**config.mk**
```make
export PLATFORM = sky130hd
export DESIGN_NAME = vsm_mailbox_slave
export DESIGN_NICKNAME = d
export VERILOG_FILES = /design/src/core/vsm_pkg.sv /design/src/core/vsm_win_match.sv /design/src/core/vsm_mailbox_slave.sv
export VERILOG_INCLUDE_DIRS = /design/src /design/src/core
export SDC_FILE = /design/constraint.sdc
export NUM_CORES = 1
export LEC_CHECK = 0
export BUFFER_PORTS_ARGS = -buffer_cell sky130_fd_sc_hd__buf_2
export CAP_MARGIN = 10
export CORE_AREA = 2 2 96 98
export CTS_CLUSTER_DIAMETER = 100
export DETAILED_ROUTE_END_ITERATION = 7
export DIE_AREA = 0 0 98 100
export GPL_ROUTABILITY_DRIVEN = 0
export PLACE_DENSITY = 0.81
export SYNTH_ARGS = -nofsm -noshare
export SYNTH_HDL_FRONTEND = slang
export SYNTH_HIERARCHICAL = 1
export SYNTH_SLANG_ARGS = --single-unit
```
**constraint.sdc**
```tcl
create_clock -name i_core_clk -period 2 [get_ports i_core_clk]
set_input_delay 0.6 -clock i_core_clk [delete_from_list [all_inputs] [get_ports i_core_clk]]
set_output_delay 0.6 -clock i_core_clk [all_outputs]
set_load 0.03 [all_outputs]
```
**src/core/vsm_cfg.svh**
```systemverilog
/*
  Constants for the short I/O mailbox slave: modifier codes, size codes,
  field positions and timing counts.
  Assumes a 100 MHz core clock and host pins already synchronous to it.
*/
// Summary of operation
// - two independent slave windows, each separately configured
// - window length 256, 512, 1K or 2K bytes
// - match A15-A08 against window config, modifier against fixed codes
// - only modifier codes 2D or 29 accepted
// - slave only, never requests bus mastership
// - byte, word and longword transfers supported
// - accesses land in shared local processor SRAM
// - reset and mailbox hits reported to processor
// - host writes commands, processor writes status back
`ifndef VSM_CFG_SVH
`define VSM_CFG_SVH

`define VSM_AM_SUP      6'h2d
`define VSM_AM_USR      6'h29
`define VSM_SIZE_256    2'h0
`define VSM_SIZE_512    2'h1
`define VSM_SIZE_1K     2'h2
`define VSM_SIZE_2K     2'h3
`define VSM_ADDR_W      11
`define VSM_RST_OFS     11'h000
`define VSM_MBX_OFS     11'h004
`define VSM_WIN_SEL_BIT 11
`define VSM_DTACK_NS    30
`define VSM_CLK_NS      10
`define VSM_DTACK_CYC   ((`VSM_DTACK_NS + `VSM_CLK_NS - 1) / `VSM_CLK_NS)

`endif

```
**src/core/vsm_pkg.sv**
```systemverilog
/*
  Types shared by the short I/O mailbox slave.
  Assumes nothing beyond a SystemVerilog compiler.
*/
`default_nettype none
package vsm_pkg;
  typedef enum logic [1:0] {
    VSM_ST_IDLE,
    VSM_ST_MEM,
    VSM_ST_ACK,
    VSM_ST_DONE
  } vsm_state_t;

  typedef logic [1:0] vsm_size_t;
endpackage
`default_nettype wire

```
**src/core/vsm_win_match.sv**
```systemverilog
/*
  One short I/O window comparator.
  Assumes address and modifier are stable while the strobe is active.
*/
`timescale 1ns/1ps
`default_nettype none
`include "vsm_cfg.svh"
module vsm_win_match
  import vsm_pkg::*;
(
  input  wire logic [15:8]     i_addr,     // host address a15..a08
  input  wire logic [5:0]      i_am,       // address modifier
  input  wire logic [15:8]     i_base,     // window base a15..a08
  input  wire vsm_pkg::vsm_size_t i_size,  // window length code
  input  wire logic            i_enable,   // window enabled
  output logic                 o_hit       // address falls in window
);
  import vsm_pkg::*;

  logic [7:0] mask;
  logic       am_ok;

  // low bits of the compare are dropped as the window grows
  always_comb begin
    case (i_size)
      `VSM_SIZE_256: mask = 8'hff;
      `VSM_SIZE_512: mask = 8'hfe;
      `VSM_SIZE_1K:  mask = 8'hfc;
      default:       mask = 8'hf8;
    endcase
    am_ok = (i_am == `VSM_AM_SUP) || (i_am == `VSM_AM_USR);
    o_hit = i_enable && am_ok &&
            (((i_addr ^ i_base) & mask) == 8'h00);
  end
endmodule
`default_nettype wire

```
**src/core/vsm_mailbox_slave.sv**
```systemverilog
/*
  Short I/O mailbox slave: decodes two host windows, moves byte, word or
  longword data to and from the processor SRAM port, acknowledges the
  host and flags reset and mailbox hits to the local processor.
  Assumes host signals are synchronous to i_core_clk, the SRAM port
  answers its request after any number of wait cycles, and the processor shares
  that SRAM through its own arbitration.
*/
`timescale 1ns/1ps
`default_nettype none
`include "vsm_cfg.svh"
module vsm_mailbox_slave
  import vsm_pkg::*;
(
  input  wire logic        i_core_clk,   // core clock, 100 MHz
  input  wire logic        i_rst_b,      // async reset, active low
  // host side
  input  wire logic        i_as_b,       // address strobe, low active
  input  wire logic [1:0]  i_ds_b,       // data strobes, low active
  input  wire logic        i_write_b,    // low for write
  input  wire logic        i_lword_b,    // low for 32-bit transfer
  input  wire logic [15:1] i_addr,       // host address
  input  wire logic [5:0]  i_am,         // address modifier
  input  wire logic [31:0] i_data,       // host write data
  output logic [31:0]      o_data,       // host read data
  output logic             o_data_oe_b,  // read data drive, low active
  output logic             o_dtack_b,    // acknowledge, low active
  // window configuration straps
  input  wire logic [15:8] i_win0_base,  // window 0 base
  input  wire vsm_pkg::vsm_size_t i_win0_size, // window 0 length
  input  wire logic        i_win0_en,    // window 0 enable
  input  wire logic [15:8] i_win1_base,  // window 1 base
  input  wire vsm_pkg::vsm_size_t i_win1_size, // window 1 length
  input  wire logic        i_win1_en,    // window 1 enable
  // processor sram port
  output logic             o_mem_req,    // sram access request
  output logic             o_mem_we,     // sram write
  output logic [11:0]      o_mem_addr,   // window select + byte offset
  output logic [3:0]       o_mem_be,     // byte enables
  output logic [31:0]      o_mem_wdata,  // sram write data
  input  wire logic [31:0] i_mem_rdata,  // sram read data
  input  wire logic        i_mem_ack,    // sram access done
  // processor notification
  output logic             o_reset_hit,  // host touched reset location
  output logic             o_mbox_hit,   // host touched mailbox
  input  wire logic        i_hit_clr     // processor clears both flags
);
  import vsm_pkg::*;

  // ----------------------------------------------------------------
  // window decode
  // ----------------------------------------------------------------
  logic hit0;
  logic hit1;

  vsm_win_match u_win0 (
    .i_addr   (i_addr[15:8]),
    .i_am     (i_am),
    .i_base   (i_win0_base),
    .i_size   (i_win0_size),
    .i_enable (i_win0_en),
    .o_hit    (hit0)
  );
  vsm_win_match u_win1 (
    .i_addr   (i_addr[15:8]),
    .i_am     (i_am),
    .i_base   (i_win1_base),
    .i_size   (i_win1_size),
    .i_enable (i_win1_en),
    .o_hit    (hit1)
  );

  // ----------------------------------------------------------------
  // offset and byte lanes
  // ----------------------------------------------------------------
  logic [10:0] ofs;
  logic [3:0]  be;
  logic        cycle;

  always_comb begin
    ofs   = {i_addr[10:1], 1'b0} & {2'b11, 9'h1fe};
    cycle = !i_as_b && (i_ds_b != 2'b11);
    // lanes: ds1 is the even byte, lword widens to all four
    if (!i_lword_b) begin
      be = 4'hf;
    end else if (i_addr[1]) begin
      be = {2'b00, !i_ds_b[1], !i_ds_b[0]};
    end else begin
      be = {!i_ds_b[1], !i_ds_b[0], 2'b00};
    end
  end

  // ----------------------------------------------------------------
  // transfer sequencer
  // ----------------------------------------------------------------
  vsm_state_t  state;
  vsm_state_t  next_state;
  logic [1:0]  cnt;
  logic [1:0]  next_cnt;
  logic        req;
  logic        next_req;
  logic        we;
  logic        next_we;
  logic [11:0] maddr;
  logic [11:0] next_maddr;
  logic [3:0]  mbe;
  logic [3:0]  next_mbe;
  logic [31:0] wdata;
  logic [31:0] next_wdata;
  logic [31:0] rdata;
  logic [31:0] next_rdata;
  logic        oe_b;
  logic        next_oe_b;
  logic        dtack_b;
  logic        next_dtack_b;
  logic        rst_hit;
  logic        next_rst_hit;
  logic        mbx_hit;
  logic        next_mbx_hit;

  always_comb begin
    next_state   = state;
    next_cnt     = cnt;
    next_req     = 1'b0;
    next_we      = we;
    next_maddr   = maddr;
    next_mbe     = mbe;
    next_wdata   = wdata;
    next_rdata   = rdata;
    next_oe_b    = oe_b;
    next_dtack_b = dtack_b;
    next_rst_hit = rst_hit;
    next_mbx_hit = mbx_hit;
    // processor clear loses to a simultaneous new hit
    if (i_hit_clr) begin
      next_rst_hit = 1'b0;
      next_mbx_hit = 1'b0;
    end
    case (state)
      VSM_ST_IDLE: begin
        // a miss is simply ignored: no ack, no store, no flag
        if (cycle && (hit0 || hit1)) begin
          next_state = VSM_ST_MEM;
          next_req   = 1'b1;
          next_we    = !i_write_b;
          next_maddr = {hit1 && !hit0, ofs};
          next_mbe   = be;
          next_wdata = i_data;
          if ({ofs[10:2], 2'b00} == `VSM_RST_OFS) begin
            next_rst_hit = 1'b1;
          end else if ({ofs[10:2], 2'b00} >= `VSM_MBX_OFS) begin
            next_mbx_hit = 1'b1;
          end
        end
      end
      VSM_ST_MEM: begin
        if (i_mem_ack) begin
          next_rdata = i_mem_rdata;
          next_oe_b  = we;
          next_cnt   = 2'(`VSM_DTACK_CYC);
          next_state = VSM_ST_ACK;
        end else begin
          next_req = 1'b1;
        end
      end
      VSM_ST_ACK: begin
        // hold data a few cycles before acknowledging for setup
        if (cnt == 2'h0) begin
          next_dtack_b = 1'b0;
          next_state   = VSM_ST_DONE;
        end else begin
          next_cnt = cnt - 2'h1;
        end
      end
      default: begin
        // release once the master drops its strobes
        if (i_as_b || (i_ds_b == 2'b11)) begin
          next_dtack_b = 1'b1;
          next_oe_b    = 1'b1;
          next_state   = VSM_ST_IDLE;
        end
      end
    endcase
  end

  always_ff @(posedge i_core_clk or negedge i_rst_b) begin
    if (!i_rst_b) begin
      state   <= VSM_ST_IDLE;
      cnt     <= 2'h0;
      req     <= 1'b0;
      we      <= 1'b0;
      maddr   <= 12'h000;
      mbe     <= 4'h0;
      wdata   <= 32'h0000_0000;
      rdata   <= 32'h0000_0000;
      oe_b    <= 1'b1;
      dtack_b <= 1'b1;
      rst_hit <= 1'b0;
      mbx_hit <= 1'b0;
    end else begin
      state   <= next_state;
      cnt     <= next_cnt;
      req     <= next_req;
      we      <= next_we;
      maddr   <= next_maddr;
      mbe     <= next_mbe;
      wdata   <= next_wdata;
      rdata   <= next_rdata;
      oe_b    <= next_oe_b;
      dtack_b <= next_dtack_b;
      rst_hit <= next_rst_hit;
      mbx_hit <= next_mbx_hit;
    end
  end

  // ----------------------------------------------------------------
  // outputs
  // ----------------------------------------------------------------
  // no bus request output exists: this block only answers cycles
  assign o_data      = rdata;
  assign o_data_oe_b = oe_b;
  assign o_dtack_b   = dtack_b;
  assign o_mem_req   = req;
  assign o_mem_we    = we;
  assign o_mem_addr  = maddr;
  assign o_mem_be    = mbe;
  assign o_mem_wdata = wdata;
  assign o_reset_hit = rst_hit;
  assign o_mbox_hit  = mbx_hit;
endmodule
`default_nettype wire

```
-- Word-level counts from Yosys, hierarchy flattened
Index checks and enable logic that the tools add are counted.
- logic and storage cells: 97
- flip-flop bits (word level): 89
- magnitude comparators: 1
- equality and inequality tests: 14
- mux-type cells: 29
- reduce and logical (&&, ||, !) cells: 34
- bitwise gates (word level): 6
- add/subtract/negate cells: 1
- operators by type and width (kind ; count):
    one-hot mux 3 bit (3 select lines) ; 2
    AND 8 bit ; 2
    zero test 8 bit ; 2
    XOR 8 bit ; 2
    two-way mux 1 bit ; 14
    equality test 6 bit (second input constant) ; 2
    two-way mux 2 bit ; 6
    >= comparator 11 x 3 -> 1 bit (second input constant) ; 1
    != test 2 bit (second input constant) ; 5
    zero test 9 bit ; 1
    AND reduction 3 bit ; 3
    equality test 2 bit (second input constant) ; 4
    zero test 2 bit ; 4
    two-way mux 4 bit ; 2
    logical AND 1 bit ; 7
    equality test 2 x 1 -> 1 bit (second input constant) ; 3
    one-hot mux 1 bit (2 select lines) ; 3
    one-hot mux 2 bit (3 select lines) ; 1
    nonzero test 2 bit ; 3
    zero test 1 bit ; 5
    one-hot mux 2 bit (2 select lines) ; 1
    AND reduction 2 bit ; 2
    AND reduction 4 bit ; 1
    nonzero test 4 bit ; 1
    other kinds (4) ; 8

-- Longest topological paths before layout
Gate-level depths: netlist (run 1).
- depth after elaboration: 9
- mapped depth: 8

-- Modules after synthesis
The synthesis (run 1) kept the hierarchy.
- by module, submodules not included (module ; seq. area each (sq um) ; area each (sq um) ; times used ; cells an instance):
    vsm_mailbox_slave ; 2229.6 ; 3583.4 ; 1 ; 330
    vsm_win_match ; 0.0 ; 127.6 ; 2 ; 16

-- Worst setup path before layout (run 1)
Ideal clock, no wire load.
- kind: input -> register
- from: input i_am[1]
- to: register state[0]
- arrival: 2416 ps
- path buffers: 0
- setup time: 127 ps
- slack: -544 ps
- cell stages on the path: 6
- path through: nand4bb_1 > or4_1 > nor4_2 > o21ai_2 > a221o_1 > mux2_1
- longest elaborated chain between the ends: 8
- elaborated cells between the ends (all ways): 11
- classes of those cells: eq/ne (3); reduce/logical (8)
- ends and longest elaborated chain (element ; RTL line ; text):
    start: declaration ; vsm_mailbox_slave.sv:23 ; input wire logic [5:0] i_am,
    equality test 6 bit (no source line) ; - ;
    logical OR 1 bit * ; vsm_win_match.sv:31 ; am_ok = (i_am == `VSM_AM_SUP) || (i_am == `VSM_AM_USR);
    logical AND 1 bit * (2 in series) ; vsm_win_match.sv:32 ; o_hit = i_enable && am_ok &&
    via hit1 ; vsm_mailbox_slave.sv:54 ; logic hit1;
    logical OR 1 bit * ; vsm_mailbox_slave.sv:142 ; if (cycle && (hit0 || hit1)) begin
    logical AND 1 bit * ; vsm_mailbox_slave.sv:142 ;
    != test 2 bit (no source line) * ; - ;
    AND reduction 4 bit (no source line) * ; - ;
    end signal: assignment ; vsm_mailbox_slave.sv:201 ; state <= next_state;
    end: declaration ; vsm_mailbox_slave.sv:96 ; vsm_state_t state;
The timed path passes the listed nets; every way through them passes the cells marked *.
A chain may end at the register's enable or synchronous reset.

-- Worst setup path after layout (run 1)
- from: input i_am[1]
- to: register state[0]
- longest elaborated chain between the ends: 8
- elaborated cells between the ends (all ways): 11
- classes of those cells: eq/ne (3); reduce/logical (8)
- ends and longest elaborated chain (element ; RTL line ; text):
    equality test 6 bit (no source line) ; - ;
    logical OR 1 bit * ; vsm_win_match.sv:31 ;
    logical AND 1 bit * (2 in series) ; vsm_win_match.sv:32 ;
    via hit0 ; vsm_mailbox_slave.sv:53 ; logic hit0;
    logical OR 1 bit * ; vsm_mailbox_slave.sv:142 ;
    logical AND 1 bit * ; vsm_mailbox_slave.sv:142 ;
    != test 2 bit (no source line) * ; - ;
    AND reduction 4 bit (no source line) * ; - ;
Marks and branches as above.

==> results by group, run 1 <==
STA
  • RSZ-0062 raised after global routing: true
  • Highest clock rate: roughly 470 MHz
  • Setup TNS: -5.42 ns
  • Worst Slack Setup Final: -0.148 ns
  • Hold Vio Cnt, Final: 0
  • Pins Over Slew Limit: 0
  • # setup viols final: 52
  • Crit path time final: about 2.1 ns
  • Skew final: between 0.01 and 0.015 ns
  • Final period util: 1.07

Finish
  • Area growth, synth to finish: 47.3%
  • Inserted Diodes: 0
  • Finished Core Util: 0.636
  • Most common cell after layout, fill and taps aside: buf_2
  • Final instance area: 5650 µm²
  • Most frequent cells in the layout: 196 x buf_2, 116 x nand2_1, 87 x dfrtp_1
  • Layout cells sized above 1: 0.525
  • NumNets Final: 710
  • Final std cells w/o fill: roughly 710
  • Fillers: 722

Critical path
  • Largest fanout on the critical path: 3
  • Critical path buffer and inverter count: 1
  • Kind of critical path: in -> reg
  • Worst EP required: between 2 and 2.5 ns
  • Max stage delay on crit path: 0.54 ns
  • Flop2flop setup slack: 0.18 ns
  • Startpoint class of the critical path: primary input
  • CP arrival: roughly 2.4 ns
  • CP max stage cell: or4_4
  • Top delay family on crit path: simple AND/OR/NAND/NOR gates
  • CP endpoint kind: register
  • Crit-path cells: buf_6 -> nand4bb_1 -> or4_4 -> nor4_4 -> o21ai_2 -> a221o_1 -> mux2_4

CTS
  • Clock Path Buffers: 2
  • Clk_lat worst skew: ~0.35 ns
  • Clk sinks: 89
  • Reg clk slew, reported paths: around 0.090 ns
  • CTS tree: built
  • Root Buffer: clkbuf_8
  • TritonCTS Buffers: 9
  • Hold_buf cts: 0
  • Htree depth: 3

Global route
  • First-pass GRT wire length: between 15 and 20 mm
  • Initial antenna violation count: 0
  • Total track usage: 0.199
  • Vias in the first global route: roughly 3,400
  • Overflow after GRT: 0
  • Largest net degree at the start of global routing: 44

Pwr
  • Internal: between 3 and 4 mW
  • Logic pwr share: 0.383
  • Register share of total power: 0.397
  • Worst VDD drop: 0.441 mV
  • PwrDens: about 1100 nW/µm²
  • Switching Fraction: 0.369
  • Pleak: 3.16 nW
  • Sw Pwr: ~2.2 mW
  • Clock power share: 0.220

Floorplanning
  • Die Ht: 100 µm
  • Die X: 98 µm
  • Core area: between 8000 and 9000 µm²
  • Num rows: 35
  • Initial Util: 0.432
  • Die area: 9800 µm²
  • Top Ports: approximately 200

Placement
  • Port buffer count: ~200
  • Placed Cells: 682
  • Dpl ws: -0.610 ns
  • Post-DP Area: between 5000 and 6000 µm²
  • Hpwl dp: ~7.4 mm

Yosys
  • FF+latch count, synth: 89
  • Fraction of registers with async set/reset: 1.00
  • Post-synthesis sequential area ratio: 0.581
  • Cells after Synth: around 360
  • Synth top area cells: dfrtp_1 57%, nand2_1 13%, mux2_2 9.4%, xnor2_1 2.3%, ha_1 1.6%
  • Largest area contributor in the netlist: dfrtp_1
  • Mean Syn Cell Area: roughly 11 µm²
  • EDFF count, synth: 0
  • Post-synth cell types: 38
  • Netlist Area Pre-Place: 3840 µm²
  • Synth Warn #: 6
  • Ys flop type: dfrtp_1
  • Syn_nets: between 400 and 500
  • Synth top area share: 0.567

Route
  • # DRC: 0
  • Drt pass-1 iters: 4
  • Drt wl/cell: approximately 14 µm
  • Post-DRT Antenna Nets: 0
  • Starting DRT DRC Count: 85
  • DR vias/cell: around 4.8
  • Routed wire length: 9.99 mm
  • Via count: about 3,400

Worst hold path
  • Hold Crit Class: in -> async

Status
  • Run status: finished with violations
  • Failing checks: setup timing

Flow run
  • Max cap viols: 0
## power by group through the flow
stage,Combinational (mW),Sequential [mW],Clock [mW]
floorplan,0.819,3.16,0
global placement,2.22,2.42,0
detailed placement,2.28,2.45,0
CTS,2.33,2.42,1.39
global route,2.48,2.47,1.46
finish,2.33,2.42,1.34
## cell usage after synthesis (3+ instances only)
library cell,number
nor2_1,8
ha_1,5
nand2b_1,3
o21ai_0,4
o2bb2ai_1,3
clkbuf_1,4
mux2_2,32
xnor2_1,10
nand2_1,133
dfrtp_1,87
a21oi_1,9
buf_2,10
nand3_1,4
xor2_1,6
inv_1,7
a31oi_1,4
## logic make-up after synthesis
family                   share of synthesized area
AO/OA/AOI/OAI                               0.0593
XOR/XNOR                                    0.0365
multiplexers                                0.0997
other                                     0.000977
buffers and inverters                       0.0306
AND/OR/NAND/NOR                              0.176
flip-flops                                   0.581
adder cells (fa/ha/maj)                     0.0163
## registers in the layout, summed over array words and instances, names as in the netlist, 2 cells and up
signal       count
o_mem_be         4
o_mem_wdata     32
cnt              2
state            2
o_mem_addr      11
o_data          32
## through the flow
stage | hold slack (ns) | power, mW
after floorplan | 0.304 | 3.98
after global placement | 0.446 | 4.64
after detailed placement | 0.452 | 4.74
after CTS | 0.0961 | 6.14
after global routing | 0.0999 | 6.42
final | 0.105 | 6.10
## layout make-up
cell class                      count  area (µm²)  share of cell area
Clock buffer                       10         128              0.0226
Clock inverter                      6        92.6              0.0164
Inverter                            7        26.3             0.00465
Multi-Input combinational cell    249        1610               0.285
Sequential cell                    89        2230               0.394
Tap cell                          111         139              0.0246
Timing Repair Buffer              233        1430               0.252
## final timing paths
path,start,to,cells past startpoint
max,i_am[1],state[0]$_DFFE_PN0P_,7
min,i_rst_b,o_data[26]$_DFFE_PN0P_,1
max reg2reg,state[0]$_DFFE_PN0P_,state[0]$_DFFE_PN0P_,6
min reg2reg,o_mem_wdata[29]$_DFFE_PN0P_,o_mem_wdata[29]$_DFFE_PN0P_,2
max in group asynchronous,i_rst_b,o_data_oe_b$_DFFE_PN1P_,2
min in group i_core_clk,i_write_b,o_mem_we$_DFFE_PN0P_,2
## per-layer routing
metal,track usage,part of all wire,vias to the layer above
met2,0.356,0.52,128
met4,0.0812,0.020,0
met3,0.0432,0.066,19
met5,0,0,-
li1,-,-,1639
met1,0.235,0.40,1588
## timing repair
item	in CTS	in global routing
setup endpoints to repair	52	52
resized for setup	6	35
pin swaps	3	15
cloned	0	4
buffers inserted	1	2
hold endpoints to repair	0	0
(Power assumes the default switching activity.)
==> inputs of run 2 (changes only) <==
--- a/config.mk
+++ b/config.mk
@@ -6,8 +6,8 @@
 export SDC_FILE = /design/constraint.sdc
 export NUM_CORES = 1
 export LEC_CHECK = 0
-export BUFFER_PORTS_ARGS = -buffer_cell sky130_fd_sc_hd__buf_2
-export CAP_MARGIN = 10
+export BUFFER_PORTS_ARGS = -buffer_cell sky130_fd_sc_hd__buf_4
+export CAP_MARGIN = 20
 export CORE_AREA = 2 2 96 98
 export CTS_CLUSTER_DIAMETER = 100
 export DETAILED_ROUTE_END_ITERATION = 7
==> run 2 against run 1 <==
The run still ends with setup timing left. Clock skew fell by 0.0054 ns. Utilization rose by 2.8 points. Clock power down 10%. Fmax fell by 1.7%. Sequential share of layout area decreased by 1.7 points. Routed wire length is 2.8% lower. Global-route usage about the same. Die area did not move. Sequential power barely moved. Non-clock buffer count shrank 7. Critical endpoint unchanged. Largest power group is now combinational cells.
==> results by group, run 2 (synthesis results as in run 1) <==
STA
  • Final period util: 1.09 (+0.0181)
  • # setup viols final: 51 (-1.9%)
  • Setup TNS: -6.06 ns (-0.640 ns)
  • RSZ-0062 raised after global routing: true
  • Crit path time final: 2.18 ns (+0.0362 ns)
  • Pins Over Slew Limit: 0 (unchanged)
  • Highest clock rate: 458 MHz (-1.7%)
  • Worst Slack Setup Final: -0.184 ns (-0.0362 ns)
  • Skew final: 0.00847 ns (-0.00536 ns)
  • Hold Vio Cnt, Final: 0 (unchanged)
  • Hold_ws: 0.165 ns (+0.0608 ns)

Finish
  • Reg area: 2230 µm² (unchanged)
  • Layout cells sized above 1: 0.490 (-0.0355)
  • Area growth, synth to finish: 53.8%
  • Most frequent cells in the layout: 216 x buf_4, 132 x nand2_1, 87 x dfrtp_1
  • NumNets Final: 703 (-0.99%)
  • Most common cell after layout, fill and taps aside: buf_4
  • Area of the multi-input gates: 1540 µm² (-4.6%)
  • Inserted Diodes: 0 (unchanged)
  • Finished Core Util: 0.664 (+0.0280)
  • Final instance area: 5900 µm² (+4.4%)
  • Fillers: 684 (-5.3%)

CTS
  • CTS tree: built
  • Clk sinks: 89 (unchanged)
  • Reg clk slew, reported paths: 0.09 ns (about the same)
  • Root Buffer: clkbuf_8
  • Clock Path Buffers: 2 (unchanged)
  • TritonCTS Buffers: 9 (unchanged)
  • Clk_lat worst skew: 0.34 ns (about the same)
  • Htree depth: 3 (unchanged)

Global route
  • Vias in the first global route: 3,366 (-0.44%)
  • Initial antenna violation count: 0 (unchanged)
  • Total track usage: 0.200 (+0.000240)
  • Overflow after GRT: 0 (unchanged)
  • Largest net degree at the start of global routing: 49 (+11%)
  • First-pass GRT wire length: 15.7 mm (+0.18%)

Critical path
  • CP arrival: 2.41 ns (+0.04 ns)
  • Crit. Startpoint: i_am[1]
  • CP endpoint kind: register
  • R2R Path Start: state[0]$_DFFE_PN0P_
  • Worst EP required: 2.22 ns (about the same)
  • FF-to-FF End: state[0]$_DFFE_PN0P_
  • Startpoint class of the critical path: primary input
  • Flop2flop setup slack: 0.23 ns (+0.05 ns)
  • Kind of critical path: in -> reg
  • Largest fanout on the critical path: 3 (unchanged)
  • Cells on worst reg2reg path: 6 (unchanged)

Floorplanning
  • Core area: 8890 µm² (unchanged)
  • Die X: 98 µm (unchanged)
  • Initial Util: 0.432 (unchanged)
  • Die area: 9800 µm² (unchanged)
  • Die Ht: 100 µm (unchanged)
  • Top Ports: 202 (unchanged)
  • Num rows: 35 (unchanged)

Route
  • Drt pass-1 iters: 4 (unchanged)
  • Routed wire length: 9.71 mm (-2.8%)
  • Via count: 3,297 (-2.3%)
  • Starting DRT DRC Count: 91 (+7.1%)
  • DR vias/cell: 4.73 (-1.2%)
  • Drt wl/cell: 13.9 µm (-1.7%)
  • # DRC: 0 (unchanged)
  • Post-DRT Antenna Nets: 0 (unchanged)

Worst hold path
  • Hold Crit Class: in -> async

Status
  • Failing checks: setup timing
  • Run status: finished with violations

Pwr
  • Pleak: 3.17 nW (+0.25%)
  • PwrDens: 1050 nW/µm² (-2.5%)
  • Worst VDD drop: 0.468 mV (+6.2%)

Placement
  • Post-DP Area: 5660 µm² (+9.1%)
  • Port buffer count: 199 (unchanged)
  • Dpl ws: -0.631 ns (-0.0208 ns)
  • Hpwl dp: 7.53 mm (+1.8%)

Flow run
  • Max cap viols: 0 (unchanged)
[run 2: cell count changes in the layout (fill, tap and decap cells not counted), sizes merged]
cell	delta
inv	+2
clkinv	-1
buf	-4
clkbuf	-4
bufinv	-1
[run 2: how the worst max path moves through the flow]
stage          depth (start not counted)  slack [ns]                           to
4_1_cts                                7       -0.17         state[0]$_DFFE_PN0P_
2_1_floorplan                          6       -0.43         state[0]$_DFFE_PN0P_
6_report                               7       -0.18         state[0]$_DFFE_PN0P_
5_1_grt                               10       -0.21  o_mem_wdata[19]$_DFFE_PN0P_
3_5_place_dp                           7       -0.63         state[0]$_DFFE_PN0P_
3_3_place_gp                           7       -0.56         state[1]$_DFFE_PN0P_
[run 2: report_power, final]
group	switching (mW)	internal [mW]	leakage, nW
clock	0.626	0.578	0.0921
sequential	0.221	2.21	1.16
combinational	1.39	1.19	1.92
total	2.24	3.97	3.17
[run 2: worst max-delay path: stages]
cell and delay [ns]:
buf_6 0.09, nand4bb_1 0.20, or4_4 0.56, nor4_4 0.23, o21ai_2 0.07, a221o_1 0.35
mux2_4 0.31
[run 2: stage by stage]
step / power, mW / instances
finish: 6.21 / 697
global route: 6.55 / 697
CTS: 6.24 / 696
detailed placement: 5.01 / 679
global placement: 4.92 / 679
floorplan: 3.98 / 362
[run 2: metal layers]
layer  vias to the layer above  GRT usage  share of wire
met4                         0     0.0652          0.016
met3                        13     0.0515          0.067
met5                         -          0              0
met2                       133      0.341           0.50
met1                      1532      0.250           0.42
li1                       1619          -              -
[run 2: cell type report]
cell class	instances	share of cell area
Timing Repair Buffer	226	0.301
Sequential cell	89	0.378
Clock inverter	6	0.0114
Multi-Input combinational cell	249	0.261
Tap cell	111	0.0235
Clock buffer	9	0.0210
Inverter	7	0.00445
[run 2: timing repair]
action                     4_1_cts  5_1_grt
hold endpoints to repair         0        0
resized for setup                7        3
setup endpoints to repair       52       51
buffers inserted                 2        1
hold buffers                     0        0
pin swaps                        3        1
